**src/asr_params.svh**
```systemverilog
// constants of the angle sensor primary register bank
`ifndef ASR_PARAMS_SVH
`define ASR_PARAMS_SVH
// ----------------------------------------------------------------
// register offsets
// ----------------------------------------------------------------
`define ASR_OFS_RD_ADDR  6'h05
`define ASR_OFS_RD_STAT  6'h06
`define ASR_OFS_RD_MSB   6'h07
`define ASR_OFS_RD_LSB   6'h08
`define ASR_OFS_CH_A     6'h09
`define ASR_OFS_CH_B     6'h0A
`define ASR_OFS_CH_C     6'h0B
`define ASR_OFS_STATUS   6'h0C
`define ASR_OFS_CTRL     6'h0D
`define ASR_OFS_ANGLE    6'h0E
`define ASR_OFS_ERROR    6'h0F
// ----------------------------------------------------------------
// field positions
// ----------------------------------------------------------------
`define ASR_BIT_EXR      15
`define ASR_BIT_RIP      8
`define ASR_BIT_RDN      0
`define ASR_BIT_FULL     3
`define ASR_BIT_SOFT     2
`define ASR_BIT_TCWE     1
`define ASR_BIT_TCR      0
`define ASR_BIT_BSY      13
`define ASR_BIT_SME      12
`define ASR_BIT_POR      9
// ----------------------------------------------------------------
// reset values and timing
// ----------------------------------------------------------------
`define ASR_ERR_RESET    16'h0200
`define ASR_CLK_NS       100
`define ASR_IRST_NS      1600
`define ASR_IRST_CYC     ((`ASR_IRST_NS + `ASR_CLK_NS - 1) / `ASR_CLK_NS)
`endif

```
**src/asr_pkg.sv**
```systemverilog
// types of the angle sensor primary register bank
package asr_pkg;
    typedef enum logic [0:0] {
        ASR_IRST_IDLE = 1'b0,
        ASR_IRST_BUSY = 1'b1
    } asr_irst_e;

    typedef struct packed {
        logic [7:0]  rd_addr;
        logic [31:0] rd_data;
        logic        fetching;
        logic        fetch_done;
        logic        stat_wake;
        logic        stat_slew;
        logic        stat_abi;
        logic        stat_acd;
        logic        spin;
        logic [3:0]  ready_seen;
        logic        ang_ready;
        logic        tc_we;
        logic [15:0] err;
        logic [15:0] abi_pos;
        logic        counting;
        logic [15:0] prev_angle;
        logic [15:0] rdata;
        logic        full_pulse;
        logic        soft_pulse;
        logic        reload_pulse;
        logic        tcr_pulse;
        logic        tcr_val_p;
        logic        tcr_val_s;
        logic [15:0] snap_angle;
        logic [10:0] snap_tp;
        logic [10:0] snap_ts;
        asr_irst_e   irst;
        logic [4:0]  irst_cnt;
    } asr_state_s;
endpackage

```
**src/asr_regs.sv**
```systemverilog
// primary status, control, angle and error registers of the angle sensor
`timescale 1ns/1ps
`include "asr_params.svh"

module asr_regs (
    input  wire logic        ref_clk,
    input  wire logic        rst,
    input  wire logic [5:0]  reg_addr,
    input  wire logic        reg_wr,
    input  wire logic        reg_rd,
    input  wire logic [15:0] reg_wdata,
    output logic      [15:0] reg_rdata,
    output logic             fetch_req,
    output logic      [7:0]  fetch_addr,
    input  wire logic        fetch_ack,
    input  wire logic [31:0] fetch_data,
    input  wire logic [15:0] hall_pair_one_value,
    input  wire logic [15:0] hall_pair_two_value,
    input  wire logic [15:0] hall_pair_three_value,
    input  wire logic        ecc_selftest_fail,
    input  wire logic        sleep_comparator_selftest_fail,
    input  wire logic        supply_ok_selftest_fail,
    input  wire logic [15:0] fault_mask,
    input  wire logic        woke_from_sleep,
    input  wire logic        slew_warning,
    input  wire logic        abi_integrity_error,
    input  wire logic [7:0]  slew_rate_limit,
    input  wire logic        slew_delay_enable,
    input  wire logic        encoder_commutation_outputs_on,
    input  wire logic        interp_skip,
    input  wire logic        direction_polarity_cfg,
    input  wire logic [15:0] main_angle,
    input  wire logic [3:0]  path_angle_valid,
    input  wire logic [15:0] diag_angle,
    input  wire logic [10:0] tally_primary,
    input  wire logic [10:0] tally_secondary,
    input  wire logic        turn_tally_write_done,
    input  wire logic        turn_tally_init_primary,
    input  wire logic        turn_tally_init_secondary,
    input  wire logic [15:0] fault_events,
    output logic             full_reset,
    output logic             soft_reset,
    output logic             eeprom_reload,
    output logic             turn_tally_write_enable,
    output logic             turn_tally_clear,
    output logic             turn_tally_preset_primary,
    output logic             turn_tally_preset_secondary,
    output logic      [15:0] abi_position,
    output logic             spin_direction,
    output logic             first_angle_ready,
    output logic      [15:0] diagnostic_angle_snapshot,
    output logic      [10:0] tally_latch_primary,
    output logic      [10:0] tally_latch_secondary
);
    import asr_pkg::*;

    // ----------------------------------------------------------------
    // decode
    // ----------------------------------------------------------------
    asr_state_s  s;
    asr_state_s  next_s;
    logic [15:0] status_word;
    logic [15:0] delta;
    logic        wr_rd_stat;
    logic        wr_ctrl;
    logic        rd_status;
    logic        rd_error;
    logic        rd_angle;
    logic        slew_zero;
    logic [15:0] angle_step;

    assign wr_rd_stat = reg_wr && (reg_addr == `ASR_OFS_RD_STAT);
    assign wr_ctrl    = reg_wr && (reg_addr == `ASR_OFS_CTRL);
    assign rd_status  = reg_rd && (reg_addr == `ASR_OFS_STATUS);
    assign rd_error   = reg_rd && (reg_addr == `ASR_OFS_ERROR);
    assign rd_angle   = reg_rd && (reg_addr == `ASR_OFS_ANGLE);
    assign slew_zero  = (slew_rate_limit == 8'h00);
    assign delta      = main_angle - s.abi_pos;
    assign angle_step = main_angle - s.prev_angle;

    assign status_word = {6'h00, ecc_selftest_fail, sleep_comparator_selftest_fail,
                          supply_ok_selftest_fail, |fault_mask, s.stat_wake,
                          s.stat_slew, s.stat_abi, s.stat_acd, s.spin,
                          &s.ready_seen};

    // ----------------------------------------------------------------
    // next state
    // ----------------------------------------------------------------
    always_comb begin
        next_s              = s;
        next_s.full_pulse   = 1'b0;
        next_s.soft_pulse   = 1'b0;
        next_s.reload_pulse = 1'b0;
        next_s.tcr_pulse    = 1'b0;

        // read port; the word is taken before any clear-on-read
        if (reg_rd) begin
            if (reg_addr == `ASR_OFS_RD_ADDR) begin
                next_s.rdata = {8'h00, s.rd_addr};
            end else if (reg_addr == `ASR_OFS_RD_STAT) begin
                next_s.rdata = {7'h00, s.fetching, 7'h00, s.fetch_done};
            end else if (reg_addr == `ASR_OFS_RD_MSB) begin
                next_s.rdata = s.rd_data[31:16];
            end else if (reg_addr == `ASR_OFS_RD_LSB) begin
                next_s.rdata = s.rd_data[15:0];
            end else if (reg_addr == `ASR_OFS_CH_A) begin
                next_s.rdata = hall_pair_one_value;
            end else if (reg_addr == `ASR_OFS_CH_B) begin
                next_s.rdata = hall_pair_two_value;
            end else if (reg_addr == `ASR_OFS_CH_C) begin
                next_s.rdata = hall_pair_three_value;
            end else if (reg_addr == `ASR_OFS_STATUS) begin
                next_s.rdata = status_word;
            end else if (reg_addr == `ASR_OFS_CTRL) begin
                // only the enable is held; reset bits act and drop
                next_s.rdata = {14'h0000, s.tc_we, 1'b0};
            end else if (reg_addr == `ASR_OFS_ANGLE) begin
                // unsigned angle, 2^16 counts per turn
                next_s.rdata = main_angle;
            end else if (reg_addr == `ASR_OFS_ERROR) begin
                next_s.rdata = s.err;
            end else begin
                next_s.rdata = 16'h0000;
            end
        end

        // fetch address
        if (reg_wr && (reg_addr == `ASR_OFS_RD_ADDR)) begin
            next_s.rd_addr = reg_wdata[7:0];
        end

        if (s.fetching && fetch_ack) begin
            next_s.rd_data    = fetch_data;
            next_s.fetching   = 1'b0;
            next_s.fetch_done = 1'b1;
        end

        // execute starts a fetch; a second one while busy is an overflow
        if (wr_rd_stat && reg_wdata[`ASR_BIT_EXR]) begin
            if (s.fetching) begin
                next_s.err[`ASR_BIT_BSY] = 1'b1;
            end else begin
                next_s.fetching   = 1'b1;
                next_s.fetch_done = 1'b0;
            end
        end

        // sticky status, a new event beats the read clear
        if (rd_status) begin
            next_s.stat_wake = 1'b0;
            next_s.stat_slew = 1'b0;
            next_s.stat_abi  = 1'b0;
            next_s.stat_acd  = 1'b0;
        end
        if (woke_from_sleep) begin
            next_s.stat_wake = 1'b1;
        end
        if (slew_warning) begin
            next_s.stat_slew = 1'b1;
        end
        // integrity pulses count only at zero slew setting
        if (abi_integrity_error && slew_zero) begin
            next_s.stat_abi = 1'b1;
        end

        // count-up toward angle, shorter way round
        if (s.counting) begin
            if (slew_zero) begin
                next_s.abi_pos  = main_angle;
                next_s.counting = 1'b0;
            end else if (delta == 16'h0000) begin
                next_s.counting = 1'b0;
                if (!slew_delay_enable) begin
                    next_s.stat_acd = 1'b1;
                end
            end else if (delta[15]) begin
                next_s.abi_pos = s.abi_pos - 16'h0001;
            end else begin
                next_s.abi_pos = s.abi_pos + 16'h0001;
            end
        end else begin
            next_s.abi_pos = main_angle;
        end

        // direction only while outputs on or interpolator skipped
        next_s.prev_angle = main_angle;
        if (encoder_commutation_outputs_on || interp_skip) begin
            if (main_angle != s.prev_angle) begin
                next_s.spin = ~angle_step[15] ^ direction_polarity_cfg;
            end
        end else begin
            next_s.spin = 1'b0;
        end

        // each path seen ready at least once
        next_s.ready_seen = s.ready_seen | path_angle_valid;

        // angle read snapshots diagnostic angle and both tallies
        if (rd_angle) begin
            next_s.snap_angle = diag_angle;
            next_s.snap_tp    = tally_primary;
            next_s.snap_ts    = tally_secondary;
        end

        // latch, clear on read except shadow fault, keep a copy
        if (rd_error) begin
            next_s.rd_data[15:0] = s.err;
            next_s.err = s.err & (16'h0001 << `ASR_BIT_SME);
            // clearing faults restarts the count-up
            next_s.counting = 1'b1;
            next_s.abi_pos  = 16'h0000;
        end
        next_s.err = next_s.err | fault_events;

        // tally write enable, dropped once a write has happened
        if (turn_tally_write_done) begin
            next_s.tc_we = 1'b0;
        end
        if (wr_ctrl) begin
            next_s.tc_we = reg_wdata[`ASR_BIT_TCWE];
        end

        // clear both tallies to their own start values
        if (wr_ctrl && reg_wdata[`ASR_BIT_TCR]) begin
            next_s.tcr_pulse = 1'b1;
            next_s.tcr_val_p = turn_tally_init_primary;
            next_s.tcr_val_s = turn_tally_init_secondary;
        end

        // internal reset; the write enable is not cleared so the
        // enable and the tallies stay consistent across it
        if (wr_ctrl && (reg_wdata[`ASR_BIT_FULL] || reg_wdata[`ASR_BIT_SOFT])) begin
            next_s.irst         = ASR_IRST_BUSY;
            next_s.irst_cnt     = 5'(`ASR_IRST_CYC);
            next_s.full_pulse   = reg_wdata[`ASR_BIT_FULL];
            next_s.soft_pulse   = ~reg_wdata[`ASR_BIT_FULL];
            next_s.reload_pulse = reg_wdata[`ASR_BIT_FULL];
        end

        case (s.irst)
            ASR_IRST_IDLE: begin
            end
            ASR_IRST_BUSY: begin
                // status, error and processing held clear
                // access state lives outside and is not touched
                next_s.stat_wake  = 1'b0;
                next_s.stat_slew  = 1'b0;
                next_s.stat_abi   = 1'b0;
                next_s.stat_acd   = 1'b0;
                next_s.spin       = 1'b0;
                next_s.ready_seen = 4'h0;
                next_s.err        = 16'h0000;
                next_s.abi_pos    = 16'h0000;
                next_s.counting   = 1'b1;
                next_s.irst_cnt   = s.irst_cnt - 5'd1;
                if (s.irst_cnt == 5'd1) begin
                    // reset flag raised when reset ends
                    next_s.err[`ASR_BIT_POR] = 1'b1;
                    next_s.irst              = ASR_IRST_IDLE;
                end
            end
            default: begin
                next_s.irst = ASR_IRST_IDLE;
            end
        endcase

        // ready flag kept in its own flop so the output is registered
        next_s.ang_ready = &next_s.ready_seen;
    end

    // ----------------------------------------------------------------
    // state register
    // ----------------------------------------------------------------
    always_ff @(posedge ref_clk or posedge rst) begin
        if (rst) begin
            s          <= '0;
            // power-on is a reset event
            s.err      <= `ASR_ERR_RESET;
            s.counting <= 1'b1;
            s.irst     <= ASR_IRST_IDLE;
        end else begin
            s <= next_s;
        end
    end

    assign reg_rdata                   = s.rdata;
    assign fetch_req                   = s.fetching;
    assign fetch_addr                  = s.rd_addr;
    assign full_reset                  = s.full_pulse;
    assign soft_reset                  = s.soft_pulse;
    assign eeprom_reload               = s.reload_pulse;
    assign turn_tally_write_enable     = s.tc_we;
    assign turn_tally_clear            = s.tcr_pulse;
    assign turn_tally_preset_primary   = s.tcr_val_p;
    assign turn_tally_preset_secondary = s.tcr_val_s;
    assign abi_position                = s.abi_pos;
    assign spin_direction              = s.spin;
    assign first_angle_ready           = s.ang_ready;
    assign diagnostic_angle_snapshot   = s.snap_angle;
    assign tally_latch_primary         = s.snap_tp;
    assign tally_latch_secondary       = s.snap_ts;

    // ----------------------------------------------------------------
    // checks
    // ----------------------------------------------------------------
    AST_EXR_START: assert property (@(posedge ref_clk) disable iff (rst)
        (wr_rd_stat && reg_wdata[15] && !s.fetching)
        |=> (fetch_req && !s.fetch_done))
        else $error("execute did not start a fetch");

    AST_FETCH_DONE: assert property (@(posedge ref_clk) disable iff (rst)
        (s.fetching && fetch_ack && !rd_error)
        |=> (s.fetch_done && s.rd_data[7:0] == $past(fetch_data[7:0])))
        else $error("fetched low byte not presented");

    AST_WAKE_RC: assert property (@(posedge ref_clk) disable iff (rst)
        (rd_status && !woke_from_sleep) |=> !s.stat_wake)
        else $error("wake flag not cleared by status read");

    AST_ERR_COPY: assert property (@(posedge ref_clk) disable iff (rst)
        rd_error |=> (s.rd_data[15:0] == $past(s.err) && reg_rdata == $past(s.err)))
        else $error("error copy missing");

    AST_SME_HOLD: assert property (@(posedge ref_clk) disable iff (rst)
        (rd_error && s.err[12] && s.irst == ASR_IRST_IDLE && !wr_ctrl) |=> s.err[12])
        else $error("shadow fault cleared by read");

    AST_SNAPSHOT: assert property (@(posedge ref_clk) disable iff (rst)
        rd_angle |=> (diagnostic_angle_snapshot == $past(diag_angle)
                      && tally_latch_primary == $past(tally_primary)))
        else $error("angle read did not snapshot");

    AST_POR_AFTER: assert property (@(posedge ref_clk) disable iff (rst)
        (wr_ctrl && reg_wdata[3])
        |=> (full_reset && eeprom_reload) ##17 s.err[9])
        else $error("reset flag not raised after full reset");

    AST_TCWE_DROP: assert property (@(posedge ref_clk) disable iff (rst)
        (turn_tally_write_done && !wr_ctrl) |=> !turn_tally_write_enable)
        else $error("tally write enable not cleared");

    AST_SPIN_OFF: assert property (@(posedge ref_clk) disable iff (rst)
        (!encoder_commutation_outputs_on && !interp_skip) |=> !spin_direction)
        else $error("direction computed while disabled");

    AST_CTRL_ZERO: assert property (@(posedge ref_clk) disable iff (rst)
        (reg_rd && reg_addr == `ASR_OFS_CTRL) |=> (reg_rdata[15:2] == 14'h0000))
        else $error("unused control bits not zero");
endmodule

```
**config.mk**
```make
export PLATFORM = sky130hd
export DESIGN_NAME = asr_regs
export DESIGN_NICKNAME = d
export VERILOG_FILES = /design/src/asr_pkg.sv /design/src/asr_regs.sv
export VERILOG_INCLUDE_DIRS = /design/src
export SDC_FILE = /design/constraint.sdc
export NUM_CORES = 1
export LEC_CHECK = 0
export ABC_AREA = 1
export BUFFER_PORTS_ARGS = -buffer_cell sky130_fd_sc_hd__buf_4
export CAP_MARGIN = 20
export CORE_MARGIN = 3
export CORE_UTILIZATION = 45
export CTS_CLUSTER_DIAMETER = 200
export DETAILED_ROUTE_END_ITERATION = 8
export GPL_TIMING_DRIVEN = 0
export PLACE_DENSITY_LB_ADDON = 0.2
export SLEW_MARGIN = 5
export SYNTH_ARGS = -nofsm -noshare
export SYNTH_HDL_FRONTEND = slang
export SYNTH_SLANG_ARGS = --single-unit
```
**constraint.sdc**
```tcl
create_clock -name ref_clk -period 14.5 [get_ports ref_clk]
set_input_delay 1.45 -clock ref_clk [delete_from_list [all_inputs] [get_ports ref_clk]]
set_output_delay 1.45 -clock ref_clk [all_outputs]
set_load 0.01 [all_outputs]
```
; ---- Word-level counts from Yosys, hierarchy flattened
; Index checks and enable logic that the tools add are counted.
; W data, S select, Z words.
[totals]
ff_bits = 168
elab_cells = 122
[op_classes]
eq_ne = 15
bitwise_logic = 5
reduce_logical = 24
add_sub_neg = 5
n_mux = 44
[op_table]
columns = op, count
row1 = $mux W16, 15
row2 = $mux W33, 2
row3 = $eq A6 B4 Y1 const B, 8
row4 = $sub A16 B16 Y16, 2
row5 = $eq A6 B3 Y1 const B, 3
row6 = $mux W18, 1
row7 = $mux W1, 17
row8 = $mux W17, 1
row9 = $add A16 B1 Y16 const B, 1
row10 = $logic_not A16 Y1, 1
row11 = $ne A16 B16 Y1, 1
row12 = $or A16 B16 Y16, 1
row13 = $reduce_or A16 Y1, 1
row14 = $sub A16 B1 Y16 const B, 1
row15 = $mux W6, 2
row16 = $logic_and A1 B1 Y1, 11
row17 = $mux W9, 1
row18 = $reduce_bool A3 Y1, 3
row19 = $logic_not A8 Y1, 1
row20 = $reduce_and A4 Y1, 2
row21 = $mux W3, 2
row22 = $reduce_bool A2 Y1, 3
row23 = $eq A5 B1 Y1 const B, 1
row24 = $ne A5 B5 Y1 const B, 1
row25 = other kinds (8), 11

; ---- Logic depth before layout (Yosys ltp)
; Gate-level depths: netlist of run 1.
[logic_depth]
ltp_word = 12
mapped_depth = 26

; ---- Worst setup path after synthesis of run 1
; No wires, ideal clock.
[synth_timing]
path_type = in2reg
from = input port main_angle[8]
to = register s (netlist bit abi_position[10])
setup_time_ps = 118
stages = 17
slack_ps = 9919
path_buffers = 0
arrival_ps = 4463
path_cell_list = ha_1 -> a21oi_1 -> o21ai_2 -> a21oi_1 -> nand2_4 -> xor2_4 -> inv_1 -> ha_1 -> a21oi_1 -> nand2_1 -> a21boi_0 -> o21ai_0 -> a21oi_1 -> xor2_1 -> a21oi_1 -> nand2_1 -> nand2_1
[synth_via]
elab_chain_cells = 7
elab_cells_between_ends = 9
cone_classes = 1 x add/sub / 1 x eq/ne / 6 x mux / 1 x reduce/logical
[synth_lines]
columns = element, line
row1 = "start, declared", asr_regs.sv:32  ; input wire logic [15:0] main_angle,
row2 = $sub A16 B16 Y16 *, asr_regs.sv:78  ; assign delta = main_angle - s.abi_pos;
row3 = $mux W16, asr_regs.sv:176  ; end else if (delta[15]) begin
row4 = $mux W16, asr_regs.sv:171  ; end else if (delta == 16'h0000) begin
row5 = $mux W17, asr_regs.sv:168  ; if (slew_zero) begin
row6 = $mux W16, asr_regs.sv:167  ; if (s.counting) begin
row7 = $mux W33, asr_regs.sv:206  ; if (rd_error) begin
row8 = $mux W33, asr_regs.sv:240  ; case (s.irst)
row9 = "end signal, assigned", asr_regs.sv:282  ; s <= next_s;
row10 = "end, declared", asr_regs.sv:60  ; asr_state_s s;
; Mark *: on every way between the ends. The rest lies on a longest branch, timed or not. The select of a mux whose other input is x is not followed.
; A chain may end at the register's enable or synchronous reset.

; ---- Final worst setup path of run 1
; Ends and elaborated chain as after synthesis.

==> results.py, run 1 <==
metrics = {
    "clocking": {
        "cts_buffers": 17,
        "hold_buffers": 0,
        "cts-root-buf": "clkbuf_16",
        "cts_max_level": 4,
        "tritoncts": "done",
        "clock_insertion_delay_worst_skew_ns": 0.43,
        "clk_pin_slew_ns": 0.07,
        "clockBufferDepth": 2,
        "clock-sinks": 167,
        "post_cts_resize_count": 0,
        "cts_setup_buffers": 0,
    },
    "floorplan": {
        "floorplan.initialDensity_pct": 46.7,
        "die_y_um": 158,
        "core_mm2": 0.0222,
        "fp.dieArea_mm2": 0.0249,
        "number_of_top_level_pins": 306,
        "die_x_um": 158,
        "num_rows": 54,
    },
    "pwr": {
        "leakagePower_nw": 7.29,
        "peakVddDrop_v": 0.000233,
        "cellPowerDensity_mw_per_mm2": 194,
    },
    "sta": {
        "report.final.setup_viol": 0,
        "final.period_utilization_pct": 35.0,
        "finClkSkew_ns": 0.00967,
        "relSlewSlack_pct": 49.3,
        "fmax_ghz": 0.197,
        "final-max-slew-violation-count": 0,
        "tightestPinTransition_ns": 0.758,
        "worst_slack_ns": 9.43,
        "timing.final.crit_period_ns": 5.07,
        "final-hold-violation-count": 0,
        "fin_setup_tns_ns": 0,
        "rsz0062_at_grt": "no",
    },
    "synth": {
        "dominantRegCellSynth": "dfrtp_1",
        "synth_instances": 1280,
        "async_flop_share_pct": 100,
        "syn_area_mm2": 0.0104,
        "synth.lib_cells_used.distinct": 58,
        "syn_area_per_cell_um2": 8.10,
        "synth_edf_count": 0,
        "synth_seq_area_share_pct": 40.3,
        "ys.warnings.count": 0,
        "yosys_register_bits": 167,
        "post_syn_nets": 1549,
    },
    "placed_design": {
        "place_worst_setup_slack_ns": 9.04,
        "gp_congestion": 0.932,
        "buffer_ports.inserted": 298,
        "hpwl_mm": 27.6,
        "placedInstanceArea_mm2": 0.0130,
    },
    "global_route": {
        "grt_pass1_vias": 9474,
        "pin_count_of_the_biggest_net_entering_global_routing": 99,
        "grt.total_usage_pct": 27.1,
        "overflow": 0,
        "number_of_antenna_violations_at_the_first_check_in_global_routing": 2,
        "grt_first_pass_wirelength_mm": 51.3,
    },
    "critical_path": {
        "data_arrival_time_of_the_critical_path_ns": 5.39,
        "crit_required_ns": 14.82,
        "crit_path_end_kind": "register",
        "worstSetupPathType": "in2reg",
        "critical-path-max-stage-delay_ns": 0.50,
        "critical_path_peak_fanout": 18,
        "crit_chain": "buf_4 -> ha_1 -> a21oi_1 -> o21ai_2 -> a21oi_1 -> nand2_4 -> xor2_4 -> inv_1 -> ha_1 -> a21oi_1 -> nand2_1 -> a21boi_0 -> o21ai_0 -> a21oi_1 -> xor2_1 -> a21oi_1 -> nand2_1 -> nand2_1",
        "critical-path-top-cell-by-count": "a21oi_1",
        "startpoint_type": "primary input",
        "worst_path_max_delay_cell": "inv_1",
    },
    "layout": {
        "layout.nets": 1867,
        "post-route-cell-area_mm2": 0.0136,
        "final_common_cell": "buf_4",
        "drive_gt1_share_pct": 31.0,
        "final_core_utilization_pct": 61.0,
        "leading_cell_types_in_the_layout_fill_and_taps_excluded": "buf_4, nand2_1, dfrtp_1",
        "syn_to_final_growth_pct": 30.8,
    },
    "job": {
        "maxCapViolCount": 0,
    },
    "worst_hold_path": {
        "worstHoldPathType": "reg2reg",
    },
    "drt": {
        "vias": 9945,
        "residual_drc_count": 0,
        "1st_iter_drt_viols": 719,
        "drtPass1Iterations": 5,
        "viasPerCell": 5.26,
        "route.final.wire_length_mm": 34.9,
        "wire_per_inst_um": 18.5,
        "drt.antenna.violating_nets": 0,
    },
    "run_status": {
        "status": "finished clean",
    },
}
[critical path: cells and delay by family]
family	cells	cell delay, ns
XOR/XNOR	2	0.35
buffers and inverters	2	0.65
adder cells (fa/ha/maj)	2	0.78
AO/OA/AOI/OAI	8	1.77
AND/OR/NAND/NOR	4	0.38
[kinds of logic (layout without fill, tap and decap cells)]
group	count (synthesis)	in the layout	share of synthesized area (%)
AND/OR/NAND/NOR	502	502	21.6
other	0	1	0
buffers and inverters	267	597	12.7
multiplexers	42	42	4.56
adder cells (fa/ha/maj)	51	51	6.30
XOR/XNOR	19	19	1.86
AO/OA/AOI/OAI	232	232	12.7
flip-flops	167	167	40.3
[Yosys cell counts, types with 2 or more instances]
cell type	instances	area, um^2
nand3_1	65	325
a221oi_1	7	61.3
ha_1	49	613
clkbuf_1	28	105
o21ai_0	97	485
dfstp_2	2	52.6
mux2_2	42	473
o211ai_1	8	60.1
o21bai_1	4	30.0
buf_1	3	11.3
inv_2	3	11.3
a31oi_1	3	18.8
nand2_1	291	1090
xnor2_1	9	78.8
a211oi_1	4	30.0
o221ai_1	2	17.5
o22ai_1	8	50.1
o21ai_1	5	25.0
inv_1	144	541
xor2_1	8	70.1
buf_2	5	25.0
nand4_1	31	194
fa_1	2	40.0
a21oi_1	77	385
nor2_4	2	22.5
nand3b_1	4	30.0
nor4_1	9	56.3
nand2_2	14	87.6
buf_4	80	601
o2111ai_1	2	17.5
nor2_2	3	18.8
nand2_4	4	45.0
o21a_1	2	15.0
dfrtp_1	165	4130
nor2_1	68	255
nor3_1	4	20.0
a21o_1	3	22.5
clkinv_1	3	11.3
[cell type report]
cell class | count | area, um^2
Clock buffer | 18 | 429
Buffer | 117 | 753
Clock inverter | 13 | 143
Antenna cell | 1 | 2.50
Multi-Input combinational cell | 846 | 4870
Tap cell | 280 | 350
Inverter | 150 | 571
Timing Repair Buffer | 299 | 2260
Fill cell | 2051 | 8660
Sequential cell | 167 | 4180
[through the flow]
stage / total power, mW / std cells / hold slack [ns]
final: 2.63 / 1891 / 0.477
after global routing: 2.87 / 1891 / 0.502
after CTS: 2.63 / 1890 / 0.479
after detailed placement: 2.18 / 1859 / 0.460
after global placement: 2.13 / 1858 / 0.456
after floorplan: 1.78 / 1280 / 0.444
[power breakdown]
group | total, mW | internal (mW) | switching, mW
Clock | 0.450 | 0.241 | 0.209
Combinational | 1.48 | 0.633 | 0.843
Sequential | 0.707 | 0.606 | 0.101
Total | 2.63 | 1.48 | 1.15
[per-layer routing]
| layer | share of wire, % | routed length [um] | global-route usage, % | vias up |
|---|---|---|---|---|
| met2 | 48 | 16700 | 45.0 | 401 |
| li1 | - | - | - | 4800 |
| met3 | 8.2 | 2860 | 5.96 | 79 |
| met5 | 0.037 | 13 | 0 | - |
| met1 | 40 | 13900 | 34.3 | 4663 |
| met4 | 4.1 | 1430 | 11.3 | 2 |
[flip-flops by register name, summed over array words and instances (netlist names), 8 cells and up]
signal	count
reg_rdata	16
s	80
abi_position	16
diagnostic_angle_snapshot	16
tally_latch_primary	11
fetch_addr	8
tally_latch_secondary	11
[worst paths after layout]
kind                       cells past startpoint                           end  slack, ns             from
setup reg to reg                              18              abi_position[10]      10.11  abi_position[8]
max in group asynchronous                      3                         s[82]      12.55              rst
hold reg to reg                                2                        s[150]       0.48           s[150]
setup / recovery                              18              abi_position[10]       9.43    main_angle[8]
min in group asynchronous                      2  diagnostic_angle_snapshot[8]       1.06              rst
hold / removal                                 2                        s[150]       0.48           s[150]
Note: power is estimated with default switching activity, not from simulation.
==> inputs of run 2 (changes only) <==
--- a/config.mk
+++ b/config.mk
@@ -6,7 +6,7 @@
 export SDC_FILE = /design/constraint.sdc
 export NUM_CORES = 1
 export LEC_CHECK = 0
-export ABC_AREA = 1
+export ABC_AREA = 0
 export BUFFER_PORTS_ARGS = -buffer_cell sky130_fd_sc_hd__buf_4
 export CAP_MARGIN = 20
 export CORE_MARGIN = 3
==> constraint.sdc (replaced) <==
create_clock -name ref_clk -period 4.9 [get_ports ref_clk]
set_input_delay 0.49 -clock ref_clk [delete_from_list [all_inputs] [get_ports ref_clk]]
set_output_delay 0.49 -clock ref_clk [all_outputs]
set_load 0.01 [all_outputs]
==> run 2 against run 1 <==
Compared with the run above: total power grew to 3.0 times the previous value; die area is 2.9% lower; combinational power grew to 3.0 times the previous value; clock power grew to 3.0 times the previous value; hold slack worse by 0.38 ns; worst setup slack worse by 9.2 ns; cell count is 13% lower; clock-buffer cell count stayed put; largest power group unchanged; highest routed layer unchanged.
==> results.py, run 2 <==
metrics = {
    "global_route": {
        "grt_pass1_vias": 8916,
        "overflow": 0,
        "grt_first_pass_wirelength_mm": 50.1,
        "grt.total_usage_pct": 26.9,
        "pin_count_of_the_biggest_net_entering_global_routing": 41,
        "number_of_antenna_violations_at_the_first_check_in_global_routing": 2,
    },
    "clocking": {
        "cts_buffers": 17,
        "clk_pin_slew_ns": 0.08,
        "clockBufferDepth": 2,
        "cts_max_level": 4,
        "tritoncts": "done",
        "clock_insertion_delay_worst_skew_ns": 0.44,
        "clock-sinks": 167,
        "hold_buffers": 0,
        "cts-root-buf": "clkbuf_16",
    },
    "sta": {
        "finClkSkew_ns": 0.0112,
        "worst_slack_ns": 0.260,
        "hold_ws_ns": 0.0920,
        "final-max-slew-violation-count": 0,
        "rsz0062_at_grt": "no",
        "relSlewSlack_pct": 42.3,
        "report.final.setup_viol": 0,
        "final-hold-violation-count": 0,
        "fmax_ghz": 0.216,
        "final.period_utilization_pct": 94.7,
        "timing.final.crit_period_ns": 4.64,
        "tightestPinTransition_ns": 0.862,
    },
    "drt": {
        "residual_drc_count": 0,
        "met2_length_mm": 15.8,
        "viasPerCell": 5.62,
        "drtPass1Iterations": 6,
        "detailroute.wirelength.met3_mm": 2.80,
        "highest_signal_layer": "met5",
        "1st_iter_drt_viols": 740,
        "routedLengthMet1_mm": 13.9,
        "vias": 9206,
        "route.final.wire_length_mm": 33.5,
        "drt.antenna.violating_nets": 0,
        "wire_per_inst_um": 20.4,
    },
    "layout": {
        "leading_cell_types_in_the_layout_fill_and_taps_excluded": "buf_4, dfrtp_1, nor2_1",
        "syn_to_final_growth_pct": 32.9,
        "final_common_cell": "buf_4",
        "post-route-cell-area_mm2": 0.0134,
        "final_core_utilization_pct": 61.1,
        "insertedDiodeCount": 0,
        "drive_gt1_share_pct": 38.4,
        "largest_register_ff_count": 80,
        "layout.filler_cells": 1899,
        "layout.nets": 1615,
        "top_register": "s",
    },
    "critical_path": {
        "worstReg2RegEnd": "abi_position[15]",
        "crit_required_ns": 5.24,
        "data_arrival_time_of_the_critical_path_ns": 4.98,
        "crit-reg2reg-launch": "abi_position[9]",
        "critical_path_peak_fanout": 12,
        "critical-path-max-stage-delay_ns": 0.45,
        "worst_path_max_delay_cell": "ha_1",
        "startpoint_type": "register",
        "crit_start": "abi_position[9]",
        "critical-path-top-cell-by-count": "a211o_1",
        "timing.reg2reg.worst_path_depth": 17,
        "crit_chain": "inv_1 -> ha_1 -> and4_1 -> nand2_1 -> a2111oi_4 -> nor3_4 -> xnor2_4 -> buf_8 -> ha_1 -> a211o_1 -> a211o_1 -> a221oi_2 -> a211o_1 -> nand4_1 -> a21o_1 -> xor2_1 -> a211oi_1",
        "crit_path_end_kind": "register",
        "worstSetupPathType": "reg2reg",
        "r2r_setup_slk_ns": 0.26,
    },
    "pwr": {
        "peakVddDrop_v": 0.000312,
        "totalPowerFinal_mw": 7.85,
        "leakagePower_nw": 6.59,
        "cellPowerDensity_mw_per_mm2": 588,
    },
    "synth": {
        "synth.most_common_cell": "dfrtp_1",
        "syn_area_mm2": 0.0101,
        "synth_seq_area_share_pct": 41.6,
        "synth_instances": 1023,
        "yosys_register_bits": 167,
        "async_flop_share_pct": 100,
        "synth_edf_count": 0,
        "synth.area.top_cells": "dfrtp_1, mux2_2, ha_1, buf_4, nor2_1",
        "synth_common_cells": "dfrtp_1, nor2_1, mux2_2, buf_4, a21oi_1",
        "synth_top_cell_by_area": "dfrtp_1",
        "syn_area_per_cell_um2": 9.83,
        "synth.top_cell.area_share_pct": 41.1,
        "post_syn_nets": 1292,
        "dominantRegCellSynth": "dfrtp_1",
        "ys.warnings.count": 0,
        "synth.lib_cells_used.distinct": 73,
    },
    "floorplan": {
        "num_rows": 54,
        "floorplan.initialDensity_pct": 45.9,
        "number_of_top_level_pins": 306,
        "die_x_um": 155,
        "fp.dieArea_mm2": 0.0242,
        "die_y_um": 155,
        "core_mm2": 0.0219,
    },
    "job": {
        "maxCapViolCount": 0,
    },
    "placed_design": {
        "hpwl_mm": 26.2,
        "placedInstanceArea_mm2": 0.0127,
        "buffer_ports.inserted": 297,
        "place_worst_setup_slack_ns": -0.231,
        "gp_congestion": 0.895,
    },
    "worst_hold_path": {
        "worstHoldPathType": "in2async",
    },
    "run_status": {
        "status": "finished clean",
    },
}
## run 2: logic make-up after synthesis
family	synth area share [%]
AOI/OAI and AO/OA	16.4
xor gates and xnor gates	1.73
adders and majority gates	6.49
buffers and inverters	9.42
DFF	41.6
muxes	11.5
and+or+nand+nor	12.9
## run 2: timing repair
action                                  4_1_cts  5_1_grt
pin swaps                                     0        1
setup buffers                                 0        2
resized for setup                             1        3
endpoints found under the hold margin         0        0
endpoints found under the setup margin        1        3
## run 2: where the power goes
group	internal [mW]	total (mW)	switching (mW)
registers	1.79	2.12	0.326
logic	2.19	4.39	2.20
clock network	0.681	1.34	0.663
total	4.67	7.85	3.19
## run 2: critical path, delay by kind of cell, from the launching register on
kind            cells  cell delay (ns)
compound gates      7             2.12
fa+ha+maj           2             0.70
simple gates        4             0.66
flops               1             0.42
xor+xnor            2             0.36
buf+inv             2             0.26
## run 2: metal layers
layer / vias to the layer above / GRT usage, %
li1: 4259 / -
met1: 4452 / 36.4
met2: 421 / 42.8
met3: 70 / 6.76
met4: 4 / 8.30
met5: - / 0
## run 2: final cells by class
type,instances,area [um^2],share of cell area [%]
Inverter,48,184,1.38
Clock buffer,18,429,3.21
Buffer,117,767,5.74
Multi-Input combinational cell,691,4960,37.1
Tap cell,280,350,2.62
Timing Repair Buffer,304,2340,17.5
Sequential cell,167,4180,31.3
Clock inverter,14,156,1.17
## run 2: stage by stage
step	TNS [ns]	instances
2_1_floorplan	0	1023
3_3_place_gp	-2.16	1600
3_5_place_dp	-0.346	1605
4_1_cts	0	1637
5_1_grt	0	1639
6_report	0	1639
## run 2: worst max path at each step
stage | to | slack (ns)
final | abi_position[15] | 0.26
after global routing | abi_position[15] | 0.03
after CTS | abi_position[15] | 0.03
after detailed placement | abi_position[15] | -0.23
after global placement | abi_position[15] | -0.54
after floorplan | abi_position[15] | 0.51
